$ cat config.mk
export PLATFORM = sky130hd
export DESIGN_NAME = sfep_top
export DESIGN_NICKNAME = d
export VERILOG_FILES = /design/src/logic/sfep_sync.v /design/src/logic/sfep_timer.v /design/src/logic/sfep_top.v
export VERILOG_INCLUDE_DIRS = /design/src /design/src/shared
export SDC_FILE = /design/constraint.sdc
export NUM_CORES = 1
export LEC_CHECK = 0
export ABC_CLOCK_PERIOD_IN_PS = 8400
export BUFFER_PORTS_ARGS = -buffer_cell sky130_fd_sc_hd__buf_2
export CORE_MARGIN = 3
export CORE_UTILIZATION = 60
export DETAILED_ROUTE_END_ITERATION = 16
export GPL_ROUTABILITY_DRIVEN = 0
export HOLD_SLACK_MARGIN = 0.15
export PLACE_DENSITY = 0.89
export SLEW_MARGIN = 20
export SYNTH_ARGS = -nofsm -noshare
export SYNTH_HDL_FRONTEND = slang
export SYNTH_SLANG_ARGS = --single-unit
$ cat constraint.sdc
create_clock -name clk_i -period 8.4 [get_ports clk_i]
set_clock_uncertainty 0.1 [all_clocks]
set_input_delay 1.26 -clock clk_i [delete_from_list [all_inputs] [get_ports clk_i]]
set_output_delay 1.26 -clock clk_i [all_outputs]
set_load 0.03 [all_outputs]
$ cat src/shared/sfep_defines.vh
// constants of the serial flash erase and power-down sequencer
`ifndef SFEP_DEFINES_VH
`define SFEP_DEFINES_VH

// instruction codes
`define SFEP_OP_SECTOR_ERASE   8'h20
`define SFEP_OP_BLOCK32_ERASE  8'h52
`define SFEP_OP_BLOCK64_ERASE  8'hD8
`define SFEP_OP_CHIP_ERASE_A   8'hC7
`define SFEP_OP_CHIP_ERASE_B   8'h60
`define SFEP_OP_POWER_DOWN     8'hB9
`define SFEP_OP_RELEASE_ID     8'hAB
`define SFEP_OP_READ_STATUS    8'h05

// bit counts that commit a command on chip select rising
`define SFEP_BITS_OPCODE       6'd8
`define SFEP_BITS_ADDR_CMD     6'd32
`define SFEP_BITS_ID_CMD       6'd32

// erase size codes
`define SFEP_SIZE_4K           2'h0
`define SFEP_SIZE_32K          2'h1
`define SFEP_SIZE_64K          2'h2
`define SFEP_SIZE_CHIP         2'h3

// region lengths in bytes
`define SFEP_LEN_4K            24'h001000
`define SFEP_LEN_32K           24'h008000
`define SFEP_LEN_64K           24'h010000

// status byte bit positions
`define SFEP_ST_BUSY           0
`define SFEP_ST_WEL            1
`define SFEP_ST_BP_LO          2
`define SFEP_ST_BP_HI          4
`define SFEP_ST_TB             5
`define SFEP_ST_SEC            6

// reset values
`define SFEP_RST_WEL           1'b0
`define SFEP_RST_DO_OE_B       1'b1

// clock rate and timing defaults
`define SFEP_CLK_MHZ           25
`define SFEP_CLK_NS            40
`define SFEP_T_SE_US           30000
`define SFEP_T_BE1_US          120000
`define SFEP_T_BE_US           150000
`define SFEP_T_CE_US           10000000
`define SFEP_T_DP_NS           3000
`define SFEP_T_RES1_NS         3000
`define SFEP_T_RES2_NS         1800

`endif

$ cat src/logic/sfep_sync.v
// two flip-flop synchroniser for a group of asynchronous inputs
`timescale 1ns/1ps
module sfep_sync #(
  parameter W = 3
) (
  // clock and reset
  input  wire         clk_i,
  input  wire         rst_b_i,
  // asynchronous levels in, synchronised levels out
  input  wire [W-1:0] async_i,
  input  wire [W-1:0] rst_val_i,
  output wire [W-1:0] sync_o
);

  genvar g;
  generate
    for (g = 0; g < W; g = g + 1) begin : bit_sync
      reg meta_reg;   // first stage, read only by the second
      reg sync_reg;   // second stage, safe to use
      // reset takes a constant 1; rst_val_i is never read
      always @(posedge clk_i or negedge rst_b_i) begin
        if (!rst_b_i) begin
          meta_reg <= 1'b1;
          sync_reg <= 1'b1;
        end else begin
          meta_reg <= async_i[g];
          sync_reg <= meta_reg;
        end
      end
      assign sync_o[g] = sync_reg;
    end
  endgenerate

endmodule

$ cat src/logic/sfep_timer.v
// one-shot down counter for self-timed cycles
`timescale 1ns/1ps
module sfep_timer #(
  parameter W = 32
) (
  // clock and reset
  input  wire         clk_i,
  input  wire         rst_b_i,
  // start a run of count_i cycles
  input  wire         load_i,
  input  wire [W-1:0] count_i,
  // one-cycle pulse when the run ends
  output reg          done_o
);

  reg [W-1:0] cnt_reg;   // cycles still to go
  reg         run_reg;   // a run is under way

  // load restarts; a count of zero still takes one cycle
  always @(posedge clk_i or negedge rst_b_i) begin
    if (!rst_b_i) begin
      cnt_reg <= {W{1'b0}};
      run_reg <= 1'b0;
      done_o  <= 1'b0;
    end else begin
      done_o <= 1'b0;
      if (load_i) begin
        cnt_reg <= count_i;
        run_reg <= 1'b1;
      end else if (run_reg) begin
        if (cnt_reg <= {{(W-1){1'b0}}, 1'b1}) begin
          run_reg <= 1'b0;
          done_o  <= 1'b1;
        end else begin
          cnt_reg <= cnt_reg - {{(W-1){1'b0}}, 1'b1};
        end
      end
    end
  end

endmodule

$ cat src/logic/sfep_top.v
// serial flash erase and power-down command sequencer
//
// Overview of operation
// sector erase opcode clears 4 KB to FF
// host sends opcode then 24-bit address
// 32 KB block erase opcode clears block
// 64 KB block erase opcode clears block
// two chip erase opcodes, no address
// erase needs write enable latch set
// address erase commits only after bit 32
// single-byte commands commit only after bit 8
// chip select rise starts timed busy cycle
// read status answers during erase cycles
// finished erase clears write enable latch
// refuse sector or block erase if protected
// refuse chip erase if any range protected
// power-down entered within entry delay
// powered down: only release opcode recognised
// device starts in normal operation
// release opcode alone wakes after delay
// release plus dummies shifts identifier out
// identifier wake waits second release delay
// release ignored while busy
// erase the whole aligned region
// read status usable any time, repeats; the code gives no answer while powered down or in the release delay
`timescale 1ns/1ps
`include "sfep_defines.vh"
module sfep_top #(
  parameter        T_SE_US   = `SFEP_T_SE_US,
  parameter        T_BE1_US  = `SFEP_T_BE1_US,
  parameter        T_BE_US   = `SFEP_T_BE_US,
  parameter        T_CE_US   = `SFEP_T_CE_US,
  parameter        T_DP_NS   = `SFEP_T_DP_NS,
  parameter        T_RES1_NS = `SFEP_T_RES1_NS,
  parameter        T_RES2_NS = `SFEP_T_RES2_NS,
  parameter [23:0] ARRAY_BYTES = 24'h200000,
  parameter [7:0]  DEVICE_ID = 8'h5A  // arbitrary value
) (
  // clock and reset
  input  wire        clk_i,
  input  wire        rst_b_i,
  // serial link pins
  input  wire        spi_cs_b_i,
  input  wire        spi_clk_i,
  input  wire        serial_in_io_i,
  output reg         spi_do_o,
  output reg         spi_do_oe_b_o,
  // write enable control from the command decoder
  input  wire        wel_set_i,
  input  wire        wel_clr_i,
  // protection configuration
  input  wire        top_bottom_select_i,
  input  wire        protect_range_hi_i,
  input  wire        protect_range_mid_i,
  input  wire        protect_range_lo_i,
  input  wire        sector_granularity_select_i,
  // status
  output reg         busy_o,
  output reg         write_enable_latch_o,
  output reg         powered_down_o,
  output reg         cmd_refused_o,
  // erase requests toward the array
  output reg         erase_start_o,
  output reg  [23:0] erase_base_o,
  output reg  [1:0]  erase_size_o,
  output reg         erase_done_o
);

  // cycle counts derived from the times; ns times round down, never below one cycle
  localparam [31:0] SE_CYC   = T_SE_US  * `SFEP_CLK_MHZ;
  localparam [31:0] BE1_CYC  = T_BE1_US * `SFEP_CLK_MHZ;
  localparam [31:0] BE_CYC   = T_BE_US  * `SFEP_CLK_MHZ;
  localparam [31:0] CE_CYC   = T_CE_US  * `SFEP_CLK_MHZ;
  localparam [31:0] DP_CYC   = (T_DP_NS / `SFEP_CLK_NS) < 1 ? 1 :
                               (T_DP_NS / `SFEP_CLK_NS);
  localparam [31:0] RES1_CYC = (T_RES1_NS / `SFEP_CLK_NS) < 1 ? 1 :
                               (T_RES1_NS / `SFEP_CLK_NS);
  localparam [31:0] RES2_CYC = (T_RES2_NS / `SFEP_CLK_NS) < 1 ? 1 :
                               (T_RES2_NS / `SFEP_CLK_NS);

  // one-hot operating states
  localparam [4:0] ST_READY = 5'h01;  // normal, idle
  localparam [4:0] ST_ERASE = 5'h02;  // self-timed erase
  localparam [4:0] ST_ENTER = 5'h04;  // entering power-down
  localparam [4:0] ST_DOWN  = 5'h08;  // powered down
  localparam [4:0] ST_WAKE  = 5'h10;  // release delay

  // byte length of an erase size code
  function [23:0] size_len;
    input [1:0] sz;
    begin
      case (sz)
        `SFEP_SIZE_4K:  size_len = `SFEP_LEN_4K;
        `SFEP_SIZE_32K: size_len = `SFEP_LEN_32K;
        `SFEP_SIZE_64K: size_len = `SFEP_LEN_64K;
        default:        size_len = ARRAY_BYTES;
      endcase
    end
  endfunction

  // does [base, base+len) touch the protected range
  function prot_hit;
    input [23:0] base;
    input [23:0] len;
    input        tb;
    input [2:0]  bp;
    input        sec;
    reg   [24:0] psize;
    reg   [24:0] pstart;
    reg   [24:0] pend;
    begin
      psize = 25'h0000000;
      if (bp == 3'h7)
        psize = {1'b0, ARRAY_BYTES};
      else if (bp != 3'h0)
        psize = (sec ? 25'h0001000 : 25'h0010000) << (bp - 3'h1);
      if (psize > {1'b0, ARRAY_BYTES})
        psize = {1'b0, ARRAY_BYTES};
      pstart = tb ? 25'h0000000 : ({1'b0, ARRAY_BYTES} - psize);
      pend   = pstart + psize;
      prot_hit = (psize != 25'h0000000) &&
                 ({1'b0, base} < pend) &&
                 (({1'b0, base} + {1'b0, len}) > pstart);
    end
  endfunction

  // synchronised pins; nothing reads the raw pins
  wire [2:0] pin_s;
  wire       cs_b_s = pin_s[2];
  wire       sclk_s = pin_s[1];
  wire       din_s  = pin_s[0];

  sfep_sync #(
    .W         (3)
  ) u_sync (
    .clk_i     (clk_i),
    .rst_b_i   (rst_b_i),
    .async_i   ({spi_cs_b_i, spi_clk_i, serial_in_io_i}),
    .rst_val_i (3'h7),
    .sync_o    (pin_s)
  );

  reg        cs_b_d_reg;   // previous chip select level
  reg        sclk_d_reg;   // previous link clock level
  wire       sclk_rise = sclk_s & ~sclk_d_reg;
  wire       sclk_fall = ~sclk_s & sclk_d_reg;
  wire       cs_rise   = cs_b_s & ~cs_b_d_reg;
  wire       cs_fall   = ~cs_b_s & cs_b_d_reg;

  reg  [4:0]  state_reg;      // operating state
  reg  [5:0]  bitcnt_reg;     // bits latched this frame, saturates
  reg  [31:0] shift_reg;      // opcode and address shifter
  reg         out_stat_reg;   // frame is returning status
  reg         out_id_reg;     // frame is returning the identifier
  reg  [2:0]  out_idx_reg;    // bit of the byte being sent
  reg         timer_load_reg; // start the timer
  reg  [31:0] timer_cnt_reg;  // cycles for the timer
  wire        timer_done;

  sfep_timer #(
    .W       (32)
  ) u_timer (
    .clk_i   (clk_i),
    .rst_b_i (rst_b_i),
    .load_i  (timer_load_reg),
    .count_i (timer_cnt_reg),
    .done_o  (timer_done)
  );

  // first byte of the frame, frozen once the eighth bit is in;
  // a fixed shifter slice would lose it in short or long frames
  reg  [7:0]  opcode_reg;
  wire [7:0]  opcode = opcode_reg;
  wire [23:0] addr  = shift_reg[23:0];
  wire [2:0]  bp    = {protect_range_hi_i, protect_range_mid_i,
                       protect_range_lo_i};
  wire        down  = (state_reg == ST_DOWN) || (state_reg == ST_WAKE);

  // live status byte for read status
  wire [7:0] status_byte = {1'b0, sector_granularity_select_i,
                            top_bottom_select_i, bp,
                            write_enable_latch_o, busy_o};

  // decode of the committed command
  reg        is_erase;
  reg [1:0]  er_size;
  reg [31:0] er_cyc;
  reg        is_addr_cmd;
  always @* begin
    is_erase    = 1'b1;
    is_addr_cmd = 1'b1;
    er_size     = `SFEP_SIZE_4K;
    er_cyc      = SE_CYC;
    case (opcode)
      `SFEP_OP_SECTOR_ERASE: begin
        er_size = `SFEP_SIZE_4K;
        er_cyc  = SE_CYC;
      end
      `SFEP_OP_BLOCK32_ERASE: begin
        er_size = `SFEP_SIZE_32K;
        er_cyc  = BE1_CYC;
      end
      `SFEP_OP_BLOCK64_ERASE: begin
        er_size = `SFEP_SIZE_64K;
        er_cyc  = BE_CYC;
      end
      `SFEP_OP_CHIP_ERASE_A,
      `SFEP_OP_CHIP_ERASE_B: begin
        er_size     = `SFEP_SIZE_CHIP;
        er_cyc      = CE_CYC;
        is_addr_cmd = 1'b0;
      end
      default: begin
        is_erase    = 1'b0;
        is_addr_cmd = 1'b0;
      end
    endcase
  end

  // frame length that commits the command exactly
  wire exact_len = is_addr_cmd ? (bitcnt_reg == `SFEP_BITS_ADDR_CMD)
                               : (bitcnt_reg == `SFEP_BITS_OPCODE);
  // aligned base of the addressed region
  wire [23:0] er_len  = size_len(er_size);
  wire [23:0] er_base = (er_size == `SFEP_SIZE_CHIP) ? 24'h000000 :
                        (addr & ~(er_len - 24'h000001));
  wire er_prot = (er_size == `SFEP_SIZE_CHIP) ? (bp != 3'h0) :
                 prot_hit(er_base, er_len, top_bottom_select_i, bp,
                          sector_granularity_select_i);

  // edge history of the link pins
  always @(posedge clk_i or negedge rst_b_i) begin
    if (!rst_b_i) begin
      cs_b_d_reg <= 1'b1;
      sclk_d_reg <= 1'b1;
    end else begin
      cs_b_d_reg <= cs_b_s;
      sclk_d_reg <= sclk_s;
    end
  end

  // input shifter, rising link clock edges, msb first
  always @(posedge clk_i or negedge rst_b_i) begin
    if (!rst_b_i) begin
      bitcnt_reg <= 6'h00;
      shift_reg  <= 32'h00000000;
      opcode_reg <= 8'h00;
    end else if (cs_fall) begin
      bitcnt_reg <= 6'h00;
      shift_reg  <= 32'h00000000;
      opcode_reg <= 8'h00;                 // 00h decodes as no command
    end else if (!cs_b_s && sclk_rise) begin
      shift_reg <= {shift_reg[30:0], din_s};
      if (bitcnt_reg == `SFEP_BITS_OPCODE - 6'd1)
        opcode_reg <= {shift_reg[6:0], din_s};
      // saturate so overlong frames never alias to a legal length
      if (bitcnt_reg != 6'h3F)
        bitcnt_reg <= bitcnt_reg + 6'h01;
    end
  end

  // output side: status or identifier on falling link clock edges
  always @(posedge clk_i or negedge rst_b_i) begin
    if (!rst_b_i) begin
      out_stat_reg  <= 1'b0;
      out_id_reg    <= 1'b0;
      out_idx_reg   <= 3'h0;
      spi_do_o      <= 1'b0;
      spi_do_oe_b_o <= `SFEP_RST_DO_OE_B;
    end else if (cs_b_s) begin
      // pin released between frames
      out_stat_reg  <= 1'b0;
      out_id_reg    <= 1'b0;
      out_idx_reg   <= 3'h0;
      spi_do_oe_b_o <= 1'b1;
    end else begin
      if (bitcnt_reg == `SFEP_BITS_OPCODE &&
          shift_reg[7:0] == `SFEP_OP_READ_STATUS && !down)
        out_stat_reg <= 1'b1;
      if (bitcnt_reg == `SFEP_BITS_ID_CMD &&
          shift_reg[31:24] == `SFEP_OP_RELEASE_ID && !busy_o &&
          state_reg != ST_WAKE)
        out_id_reg <= 1'b1;
      if (sclk_fall && (out_stat_reg || out_id_reg)) begin
        // byte repeats until chip select rises
        spi_do_o      <= out_id_reg ? DEVICE_ID[3'h7 - out_idx_reg]
                                    : status_byte[3'h7 - out_idx_reg];
        spi_do_oe_b_o <= 1'b0;
        out_idx_reg   <= out_idx_reg + 3'h1;
      end
    end
  end

  // command commit, self-timed cycles and power state
  always @(posedge clk_i or negedge rst_b_i) begin
    if (!rst_b_i) begin
      state_reg            <= ST_READY;
      busy_o               <= 1'b0;
      powered_down_o       <= 1'b0;
      write_enable_latch_o <= `SFEP_RST_WEL;
      cmd_refused_o        <= 1'b0;
      erase_start_o        <= 1'b0;
      erase_base_o         <= 24'h000000;
      erase_size_o         <= `SFEP_SIZE_4K;
      erase_done_o         <= 1'b0;
      timer_load_reg       <= 1'b0;
      timer_cnt_reg        <= 32'h00000000;
    end else begin
      cmd_refused_o  <= 1'b0;
      erase_start_o  <= 1'b0;
      erase_done_o   <= 1'b0;
      timer_load_reg <= 1'b0;
      // latch is set by its own command, cleared by disable
      if (wel_set_i && !down)
        write_enable_latch_o <= 1'b1;
      else if (wel_clr_i && !down)
        write_enable_latch_o <= 1'b0;
      case (state_reg)
        ST_READY: begin
          if (cs_rise && is_erase) begin
            if (exact_len && write_enable_latch_o && !er_prot &&
                !wel_clr_i) begin
              state_reg      <= ST_ERASE;
              busy_o         <= 1'b1;
              erase_start_o  <= 1'b1;
              erase_base_o   <= er_base;
              erase_size_o   <= er_size;
              timer_load_reg <= 1'b1;
              timer_cnt_reg  <= er_cyc;
            end else begin
              cmd_refused_o <= 1'b1;
            end
          end else if (cs_rise && opcode == `SFEP_OP_POWER_DOWN) begin
            if (bitcnt_reg == `SFEP_BITS_OPCODE) begin
              state_reg      <= ST_ENTER;
              timer_load_reg <= 1'b1;
              timer_cnt_reg  <= DP_CYC;
            end else begin
              cmd_refused_o <= 1'b1;
            end
          end
        end
        ST_ERASE: begin
          // only read status is answered here; the rest is dropped
          if (cs_rise && bitcnt_reg >= `SFEP_BITS_OPCODE &&
              opcode != `SFEP_OP_READ_STATUS)
            cmd_refused_o <= 1'b1;
          if (timer_done) begin
            state_reg    <= ST_READY;
            busy_o       <= 1'b0;
            erase_done_o <= 1'b1;
            // a set arriving in the same cycle wins
            if (!wel_set_i)
              write_enable_latch_o <= 1'b0;
          end
        end
        ST_ENTER: begin
          if (timer_done) begin
            state_reg      <= ST_DOWN;
            powered_down_o <= 1'b1;
          end
        end
        ST_DOWN: begin
          if (cs_rise && bitcnt_reg >= `SFEP_BITS_OPCODE) begin
            if (opcode == `SFEP_OP_RELEASE_ID) begin
              state_reg      <= ST_WAKE;
              timer_load_reg <= 1'b1;
              // plain release uses the first delay, id read the second
              timer_cnt_reg  <= (bitcnt_reg == `SFEP_BITS_OPCODE) ?
                                RES1_CYC : RES2_CYC;
            end else begin
              cmd_refused_o <= 1'b1;
            end
          end
        end
        ST_WAKE: begin
          // host keeps chip select high; an early frame is ignored
          if (cs_rise && bitcnt_reg >= `SFEP_BITS_OPCODE)
            cmd_refused_o <= 1'b1;
          if (timer_done) begin
            state_reg      <= ST_READY;
            powered_down_o <= 1'b0;
          end
        end
        default: begin
          state_reg      <= ST_READY;
          busy_o         <= 1'b0;
          powered_down_o <= 1'b0;
        end
      endcase
    end
  end

endmodule

==> impl_metrics.env, run 1 <==
export IMPL_status="completed"
export IMPL_cp_required_ns=8.60
export IMPL_dpl_cell_area_um2=8830
export IMPL_synth_distinct_cells=76
export IMPL_power_density_nw_per_um2=161
export IMPL_critical_path_max_fanout=26
export IMPL_nets=1037
export IMPL_fin_cells=1174
export IMPL_clock_latency_ns=0.42
export IMPL_synth_cell_area_um2=8610
export IMPL_ir_worst_vdd_mv=0.130
export IMPL_dp_hpwl_um=13900
export IMPL_num_vias=7142
export IMPL_clk_pin_slew_ns=0.06
export IMPL_reg2reg_depth=23
export IMPL_setup_viol=0
export IMPL_area_growth_syn_to_layout_pct=9.06
export IMPL_die_h_um=126
export IMPL_crit_type="in -> reg"
export IMPL_gr_total_overflow=0
export IMPL_cts_hold_buf=0
export IMPL_post_route_period_util_pct=90.5
export IMPL_grt_pass1_vias=6983
export IMPL_cts_buffers=17
export IMPL_synth_edf_count=0
export IMPL_row_count=43
export IMPL_grt_antenna_before_repair=0
export IMPL_grt_util_all_layers_pct=25.3
export IMPL_leakage_nw=4.21
export IMPL_muxShareOfSynthArea_pct=3.94
export IMPL_viasPerCell=6.08
export IMPL_dr_pass1_iters=6
export IMPL_cp_top_family="compound AO/OA/AOI/OAI gates"
export IMPL_final_area_um2=9390
export IMPL_timing_fmax_ghz=0.132
export IMPL_crit_buf_inv=4
export IMPL_grt_pass1_wl_um=33600
export IMPL_max_cap_violations=0
export IMPL_routed_wl_um=19800
export IMPL_grt_max_degree=78
export IMPL_max_stage_delay_ns=0.48
export IMPL_cp_end_kind="register"
export IMPL_drive_gt1_share_pct=12.4
export IMPL_synthXorXnorAreaFrac_pct=6.00
export IMPL_reg2reg_to="erase_base_o[23]"
export IMPL_regToRegSetupSlack_ns=1.65
export IMPL_holdWs_ns=0.254
export IMPL_max_slew_margin_rel_pct=36.9
export IMPL_r2r_start="opcode[7]"
export IMPL_worstPathArrival_ns=7.81
export IMPL_wl_per_cell_um=16.9
export IMPL_synth_seq_cells=138
export IMPL_cts_root_buffer="clkbuf_16"
export IMPL_portBuffers=33
export IMPL_initial_core_util_pct=61.8
export IMPL_synth_adder_area_share_pct=6.40
export IMPL_cts_tree="done"
export IMPL_ys_warn_count=0
export IMPL_fp_dieW_um=126
export IMPL_dp_cells=1142
export IMPL_synthSimpleGateAreaFrac_pct=22.5
export IMPL_final_max_slew_violation_count=0
export IMPL_final_setup_tns_ns=0
export IMPL_design_core_area_um2=13900
export IMPL_h_tree_depth=4
export IMPL_hold_start="u_sync.bit_sync[2].meta_reg"
export IMPL_worstMarginPinSlew_ns=0.942
export IMPL_post_cts_buffers=0
export IMPL_nFillCells=1051
export IMPL_critPathLaunchType="input pin"
export IMPL_ys_seq_area_share_pct=40.3
export IMPL_cts_resized_gates=0
export IMPL_syn_inst=964
export IMPL_synth_compound_area_share_pct=16.0
export IMPL_ctsLongestPathBuffers=2
export IMPL_postSynth_asyncResetShare_pct=100
export IMPL_ys_flop_type="dfrtp_1"
export IMPL_first_iter_violations=756
export IMPL_drc=0
export IMPL_seq_area_um2=3470
export IMPL_ios=46
export IMPL_crit_path_top_delay_cell="o211a_1"
export IMPL_rsz0062_at_grt="no"
export IMPL_hp_class="reg -> reg"
export IMPL_dieArea_um2=15800
export IMPL_multiInputGateArea_um2=4790
export IMPL_syn_area_per_cell_um2=8.93
export IMPL_holdPathEnd="u_sync.bit_sync[2].sync_reg"
export IMPL_ant_nets=0
export IMPL_synth_top_family_by_area="simple AND/OR/NAND/NOR gates"
export IMPL_min_period_ns=7.60
export IMPL_hold_violations=0
export IMPL_holdPathStages=0
export IMPL_insertedDiodeCount=0
export IMPL_cts_sinks=138
==> logic make-up (layout without fill, tap and decap cells) <==
logic type	count (synthesis)	count (layout)
AND/OR/NAND/NOR	391	391
AO/OA/AOI/OAI	213	213
flip-flops	138	138
buffers and inverters	88	105
XOR/XNOR	59	59
adder cells (fa/ha/maj)	44	44
multiplexers	29	29
other	2	15
==> cell type report <==
class / count / share of cell area (%)
clock buffers: 21 / 4.91
clock inverters: 11 / 1.04
repair buffers: 40 / 2.39
multi-input cells: 751 / 51.0
flip-flops and latches: 138 / 36.9
inverters: 33 / 1.32
well taps: 180 / 2.40
==> worst max path at each step <==
| stage | end | startpoint | cells past startpoint | slack, ns |
|---|---|---|---|---|
| 2_1_floorplan | erase_base_o[17] | protect_range_lo_i | 32 | 1.06 |
| 3_3_place_gp | erase_base_o[17] | protect_range_lo_i | 29 | 0.79 |
| 3_5_place_dp | erase_base_o[21] | protect_range_lo_i | 29 | 0.52 |
| 4_1_cts | erase_base_o[21] | protect_range_lo_i | 29 | 0.94 |
| 5_1_grt | erase_base_o[23] | protect_range_lo_i | 29 | 0.15 |
| 6_report | erase_base_o[21] | protect_range_lo_i | 29 | 0.80 |
==> synthesized netlist by cell type, types with 22 or more instances <==
library cell | instances | share of area, %
ha_1 | 44 | 6.4
clkbuf_1 | 36 | 1.6
xor2_1 | 23 | 2.3
dfrtp_1 | 128 | 37
inv_1 | 32 | 1.4
xnor2_1 | 36 | 3.7
nor2_1 | 74 | 3.2
nand2_1 | 145 | 6.3
a21oi_1 | 81 | 4.7
nand3_1 | 22 | 1.3
nor3_1 | 28 | 1.6
o21ai_0 | 37 | 2.2
==> layout by cell type (no fill, tap or decap), types with 23 or more instances in the layout <==
cell type,synthesis,routed
a21oi_1,81,81
buf_2,1,32
dfrtp_1,128,128
ha_1,44,44
inv_1,32,32
nand2_1,145,145
nor2_1,74,74
nor3_1,28,27
o21ai_0,37,37
xnor2_1,36,36
xor2_1,23,23
==> metrics by stage <==
| stage | power (mW) | setup WS (ns) | util [%] |
|---|---|---|---|
| after floorplan | 0.783 | 1.06 | - |
| after CTS | 1.51 | 0.935 | 67.4 |
| after detailed placement | 0.817 | 0.524 | 63.4 |
| after global routing | 1.56 | 0.149 | 67.4 |
| final | 1.51 | 0.796 | 67.4 |
| after global placement | 0.814 | 0.793 | 63.4 |
==> per-layer routing <==
metal  track usage, %  up-vias  wire (um)
met5                0        -          0
met1             33.7     3443       8540
li1                 -     3414          -
met4             7.63        0        349
met3             5.26       43       1070
met2             42.1      242       9840
==> where the power goes <==
group | switching, mW | internal [mW]
sequential | 0.00510 | 0.671
clock | 0.278 | 0.421
combinational | 0.0896 | 0.0421
total | 0.373 | 1.13
(Power assumes the default switching activity.)
==> run 2, diff against run 1 <==
--- a/config.mk
+++ b/config.mk
@@ -7,7 +7,8 @@
 export NUM_CORES = 1
 export LEC_CHECK = 0
 export ABC_CLOCK_PERIOD_IN_PS = 8400
-export BUFFER_PORTS_ARGS = -buffer_cell sky130_fd_sc_hd__buf_2
+export BUFFER_PORTS_ARGS = -buffer_cell sky130_fd_sc_hd__clkbuf_2
+export CORE_ASPECT_RATIO = 2
 export CORE_MARGIN = 3
 export CORE_UTILIZATION = 60
 export DETAILED_ROUTE_END_ITERATION = 16
==> run 2 against run 1 <==
Via count grew 2.9%. Routed wire length rose by 8.2%. Register-to-register slack about the same. Design area grew 1.0%. Power rose by 6.8%. Critical path type unchanged.
==> impl_metrics.env, run 2 (same netlist as run 1, synthesis figures left out) <==
export IMPL_cts_resized_gates=0
export IMPL_insertedDiodeCount=0
export IMPL_max_slew_margin_rel_pct=34.6
export IMPL_fp_dieW_um=90.7
export IMPL_clk_pin_slew_ns=0.06
export IMPL_regToRegSetupSlack_ns=1.65
export IMPL_p_switching_mw=0.397
export IMPL_final_cell_mix="nand2_1 (145), dfrtp_1 (128), a21oi_1 (81)"
export IMPL_post_cts_buffers=0
export IMPL_max_cap_violations=0
export IMPL_cts_root_buffer="clkbuf_16"
export IMPL_leakage_nw=4.23
export IMPL_hold_start="u_sync.bit_sync[1].meta_reg"
export IMPL_initial_core_util_pct=61.6
export IMPL_design_core_area_um2=14000
export IMPL_post_route_period_util_pct=89.6
export IMPL_min_period_ns=7.53
export IMPL_worstPathArrival_ns=7.74
export IMPL_power_density_nw_per_um2=170
export IMPL_holdPathEnd="u_sync.bit_sync[1].sync_reg"
export IMPL_area_growth_syn_to_layout_pct=10.2
export IMPL_final_max_slew_violation_count=0
export IMPL_rsz0062_at_grt="no"
export IMPL_nets=1039
export IMPL_clock_latency_ns=0.43
export IMPL_hp_class="reg -> reg"
export IMPL_grt_pass1_vias=7534
export IMPL_grt_pass1_wl_um=36000
export IMPL_clock_power_share_pct=49.6
export IMPL_drc=0
export IMPL_h_tree_depth=4
export IMPL_dr_pass1_iters=5
export IMPL_cts_hold_buf=0
export IMPL_final_setup_tns_ns=0
export IMPL_p_seq_share_pct=42.0
export IMPL_grt_max_degree=71
export IMPL_first_iter_violations=527
export IMPL_cts_sinks=138
export IMPL_status="completed"
export IMPL_ctsLongestPathBuffers=2
export IMPL_viasPerCell=6.20
export IMPL_die_h_um=175
export IMPL_dieArea_um2=15900
export IMPL_ant_nets=0
export IMPL_setup_viol=0
export IMPL_r2r_start="opcode[7]"
export IMPL_grt_util_all_layers_pct=28.3
export IMPL_cp_end_kind="register"
export IMPL_swShare_pct=24.7
export IMPL_wl_per_cell_um=18.1
export IMPL_final_common_cell="nand2_1"
export IMPL_critPathLaunchType="input pin"
export IMPL_crit_type="in -> reg"
export IMPL_reg2reg_depth=21
export IMPL_place_ws_ns=0.679
export IMPL_timing_fmax_ghz=0.133
export IMPL_gr_total_overflow=0
export IMPL_p_int_mw=1.21
export IMPL_dp_hpwl_um=15000
export IMPL_worstMarginPinSlew_ns=0.973
export IMPL_drive_gt1_share_pct=12.7
export IMPL_ios=46
export IMPL_holdPathStages=0
export IMPL_critical_path_max_fanout=26
export IMPL_cts_buffers=17
export IMPL_reg2reg_to="erase_base_o[14]"
export IMPL_combPwrFrac_pct=8.4
export IMPL_row_count=61
export IMPL_routed_wl_um=21400
export IMPL_cts_tree="done"
export IMPL_num_vias=7346
export IMPL_grt_antenna_before_repair=0
export IMPL_setup_slack_ns=0.870
export IMPL_cp_required_ns=8.61
export IMPL_ir_worst_vdd_mv=0.222
export IMPL_portBuffers=33
export IMPL_hold_violations=0
==> run 2: cell count changes in the layout (fill, tap and decap cells not counted), moves of 2 or more <==
cell and change:
clkinv_2 -3, clkbuf_2 +32, buf_2 -32, bufinv_16 +3, clkbuf_8 -2, buf_4 +2
==> run 2: through the flow <==
stage          cell area, um^2  std cells  power [mW]  utilization, %  hold WS (ns)
3_3_place_gp              8850       1153       0.816            63.4         0.246
5_1_grt                   9480       1185        1.66            67.9         0.259
3_5_place_dp              8850       1153       0.820            63.4         0.249
4_1_cts                   9480       1185        1.61            67.9         0.257
2_1_floorplan             8660        977       0.783               -         0.245
6_report                  9480       1185        1.61            67.9         0.256
==> run 2: area by class of cell <==
class / count / area, um^2
clock buffers: 18 / 429
fillers: 1030 / 4490
inverters: 33 / 124
multi-input cells: 751 / 4790
flip-flops and latches: 138 / 3470
repair buffers: 42 / 239
clock inverters: 14 / 198
well taps: 189 / 236
==> run 2: power by group through the flow <==
stage          Combinational, mW  Sequential, mW  Clock (mW)
3_3_place_gp               0.129           0.688           0
6_report                   0.134           0.676       0.798
3_5_place_dp               0.132           0.688           0
5_1_grt                    0.150           0.676       0.832
4_1_cts                    0.133           0.676       0.801
2_1_floorplan             0.0968           0.687           0
==> run 2: worst max path at each step <==
stage	start	to	slack (ns)	cells after the start
3_5_place_dp	protect_range_lo_i	erase_base_o[21]	0.68	28
2_1_floorplan	protect_range_lo_i	erase_base_o[17]	1.06	32
4_1_cts	protect_range_lo_i	erase_base_o[19]	1.07	28
6_report	protect_range_lo_i	erase_base_o[19]	0.87	28
3_3_place_gp	protect_range_lo_i	erase_base_o[18]	0.91	28
5_1_grt	protect_range_lo_i	erase_base_o[19]	0.45	28
==> run 2: metal layers <==
layer | share of wire (%) | up-vias | global-route usage, %
met5 | 0 | - | 0
met4 | 6.6 | 0 | 19.9
met3 | 4.8 | 108 | 4.89
met2 | 53 | 297 | 50.8
met1 | 35 | 3516 | 29.4
li1 | - | 3425 | -
==> run 2: worst max-delay path, cell delays in order <==
cell and delay (ns):
clkbuf_2 0.09, inv_1 0.10, ha_1 0.33, or3_1 0.41, a21oi_1 0.27, nand3_1 0.14
ha_1 0.33, xnor2_1 0.16, nand2_1 0.10, inv_1 0.06, ha_1 0.35, a21oi_1 0.37
a21oi_1 0.13, o211a_1 0.24, o21ai_0 0.21, a21oi_1 0.12, nor2_1 0.18, xnor2_1 0.14
ha_1 0.26, a2111oi_0 0.51, nand2_1 0.11, nor3_1 0.25, a211oi_1 0.07, a21boi_0 0.13
a211oi_1 0.32, o211a_1 0.53, nor2_8 0.19, mux2_4 0.35
==> run 3, diff against run 2 <==
--- a/config.mk
+++ b/config.mk
@@ -8,13 +8,16 @@
 export LEC_CHECK = 0
 export ABC_CLOCK_PERIOD_IN_PS = 8400
 export BUFFER_PORTS_ARGS = -buffer_cell sky130_fd_sc_hd__clkbuf_2
+export CAP_MARGIN = 10
+export CELL_PAD_IN_SITES_DETAIL_PLACEMENT = 1
+export CELL_PAD_IN_SITES_GLOBAL_PLACEMENT = 2
 export CORE_ASPECT_RATIO = 2
 export CORE_MARGIN = 3
-export CORE_UTILIZATION = 60
+export CORE_UTILIZATION = 42
 export DETAILED_ROUTE_END_ITERATION = 16
 export GPL_ROUTABILITY_DRIVEN = 0
 export HOLD_SLACK_MARGIN = 0.15
-export PLACE_DENSITY = 0.89
+export PLACE_DENSITY = 0.95
 export SLEW_MARGIN = 20
 export SYNTH_ARGS = -nofsm -noshare
 export SYNTH_HDL_FRONTEND = slang
==> run 3 against run 2 <==
Critical path depth did not move. Maximum frequency rose by 0.57%. Sequential share of layout area fell by 0.44 points. Hold slack improved by 0.00094 ns. Final cell count rose by 6.4%. Clock-buffer cell count rose by 4. Worst setup slack improved by 0.043 ns. Largest power group unchanged. Highest routed layer unchanged.
==> impl_metrics.env, run 3 (same netlist as run 1, synthesis figures left out) <==
export IMPL_status="completed"
export IMPL_dr_pass1_iters=4
export IMPL_grt_pass1_vias=7905
export IMPL_critical_path_max_fanout=26
export IMPL_cts_sinks=138
export IMPL_post_route_period_util_pct=89.1
export IMPL_crit_path_top_delay_cell="o211a_1"
export IMPL_clk_pin_slew_ns=0.06
export IMPL_cts_buffers=17
export IMPL_clock_latency_ns=0.42
export IMPL_design_core_area_um2=20000
export IMPL_routed_wl_um=24600
export IMPL_p_seq_share_pct=42.4
export IMPL_first_iter_violations=316
export IMPL_h_tree_depth=4
export IMPL_setup_viol=0
export IMPL_gr_total_overflow=0
export IMPL_regToRegSetupSlack_ns=1.65
export IMPL_drc=0
export IMPL_num_vias=7244
export IMPL_combPwrFrac_pct=8.8
export IMPL_ir_worst_vdd_mv=0.121
export IMPL_ant_nets=0
export IMPL_cp_required_ns=8.60
export IMPL_viasPerCell=5.74
export IMPL_grt_pass1_wl_um=40500
export IMPL_swShare_pct=24.4
export IMPL_grt_util_all_layers_pct=22.7
export IMPL_p_int_mw=1.21
export IMPL_critPathLaunchType="input pin"
export IMPL_post_cts_buffers=0
export IMPL_final_common_cell="nand2_1"
export IMPL_max_stage_delay_ns=0.54
export IMPL_row_count=73
export IMPL_leakage_nw=4.25
export IMPL_grt_max_degree=78
export IMPL_hold_violations=0
export IMPL_timing_fmax_ghz=0.134
export IMPL_initial_core_util_pct=43.0
export IMPL_clock_power_share_pct=48.8
export IMPL_power_density_nw_per_um2=166
export IMPL_crit_type="in -> reg"
export IMPL_dp_cells=1228
export IMPL_cp_end_kind="register"
export IMPL_cts_hold_buf=0
export IMPL_ctsLongestPathBuffers=2
export IMPL_ios=46
export IMPL_insertedDiodeCount=0
export IMPL_cts_tree="done"
export IMPL_nets=1042
export IMPL_p_switching_mw=0.388
export IMPL_worstMarginPinSlew_ns=1.03
export IMPL_cts_root_buffer="clkbuf_16"
export IMPL_final_cell_mix="nand2_1 (145), dfrtp_1 (128), a21oi_1 (81)"
export IMPL_max_cap_violations=0
export IMPL_final_setup_tns_ns=0
export IMPL_rsz0062_at_grt="no"
export IMPL_die_h_um=208
export IMPL_hp_class="reg -> reg"
export IMPL_drive_gt1_share_pct=12.8
export IMPL_wl_per_cell_um=19.5
export IMPL_fin_cells=1261
export IMPL_grt_antenna_before_repair=0
export IMPL_portBuffers=33
export IMPL_fp_dieW_um=107
export IMPL_max_slew_margin_rel_pct=31.0
export IMPL_dieArea_um2=22400
export IMPL_cts_resized_gates=0
export IMPL_final_max_slew_violation_count=0
export IMPL_dp_hpwl_um=18100
export IMPL_min_period_ns=7.49
export IMPL_area_growth_syn_to_layout_pct=11.5
export IMPL_worstPathArrival_ns=7.68
[run 3: changes by cell type in the layout (fill, tap and decap cells not counted)]
cell	before	now
buf_4	9	11
bufinv_16	4	3
clkinv_4	5	3
buf_12	0	1
clkbuf_1	1	2
inv_6	1	0
clkbuf_8	0	3
[run 3: critical path: cells and delay by family]
kind / cells / cell delay [ns]
AOI/OAI and AO/OA: 11 / 2.87
and+or+nand+nor: 7 / 1.41
adders and majority gates: 4 / 1.22
muxes: 1 / 0.34
xor gates and xnor gates: 2 / 0.29
buffers and inverters: 3 / 0.25
[run 3: worst paths after layout]
check	startpoint	depth (start not counted)	to
min reg2reg	u_sync.bit_sync[1].meta_reg	0	u_sync.bit_sync[1].sync_reg
min in group asynchronous	rst_b_i	1	u_timer.cnt_reg[24]
max reg2reg	opcode[7]	21	erase_base_o[12]
max	protect_range_lo_i	28	erase_base_o[22]
max in group asynchronous	rst_b_i	3	cs_b_d_reg
min	u_sync.bit_sync[1].meta_reg	0	u_sync.bit_sync[1].sync_reg
[run 3: area by class of cell]
| type | count | area [um^2] |
|---|---|---|
| fill | 2350 | 10400 |
| inverter | 33 | 124 |
| multi-input combinational | 751 | 4790 |
| sequential | 138 | 3470 |
| clock inverter | 10 | 141 |
| tap | 262 | 328 |
| clock buffer | 22 | 474 |
| timing repair buffer | 45 | 274 |
[run 3: power groups by stage]
stage / combinational, mW / clock [mW] / sequential (mW)
after floorplan: 0.0968 / 0 / 0.687
after global placement: 0.137 / 0 / 0.688
after detailed placement: 0.139 / 0 / 0.688
after CTS: 0.141 / 0.790 / 0.677
after global routing: 0.158 / 0.822 / 0.677
final: 0.141 / 0.778 / 0.677
[run 3: per-layer routing]
layer / track usage [%] / wire length, um / up-vias
li1: - / - / 3423
met4: 10.8 / 1030 / 0
met5: 0 / 0 / -
met2: 43.2 / 14000 / 117
met3: 3.10 / 486 / 63
met1: 23.8 / 9090 / 3641
[run 3: metrics by stage]
step,hold slack [ns],worst slack [ns],utilization (%),total power [mW],cell area [um^2]
after floorplan,0.245,1.06,-,0.783,8660
after global placement,0.247,0.751,44.8,0.825,8960
after detailed placement,0.250,0.536,44.8,0.828,8960
after CTS,0.255,0.933,47.9,1.61,9580
after global routing,0.260,0.412,48.0,1.66,9600
final,0.257,0.913,48.0,1.59,9600
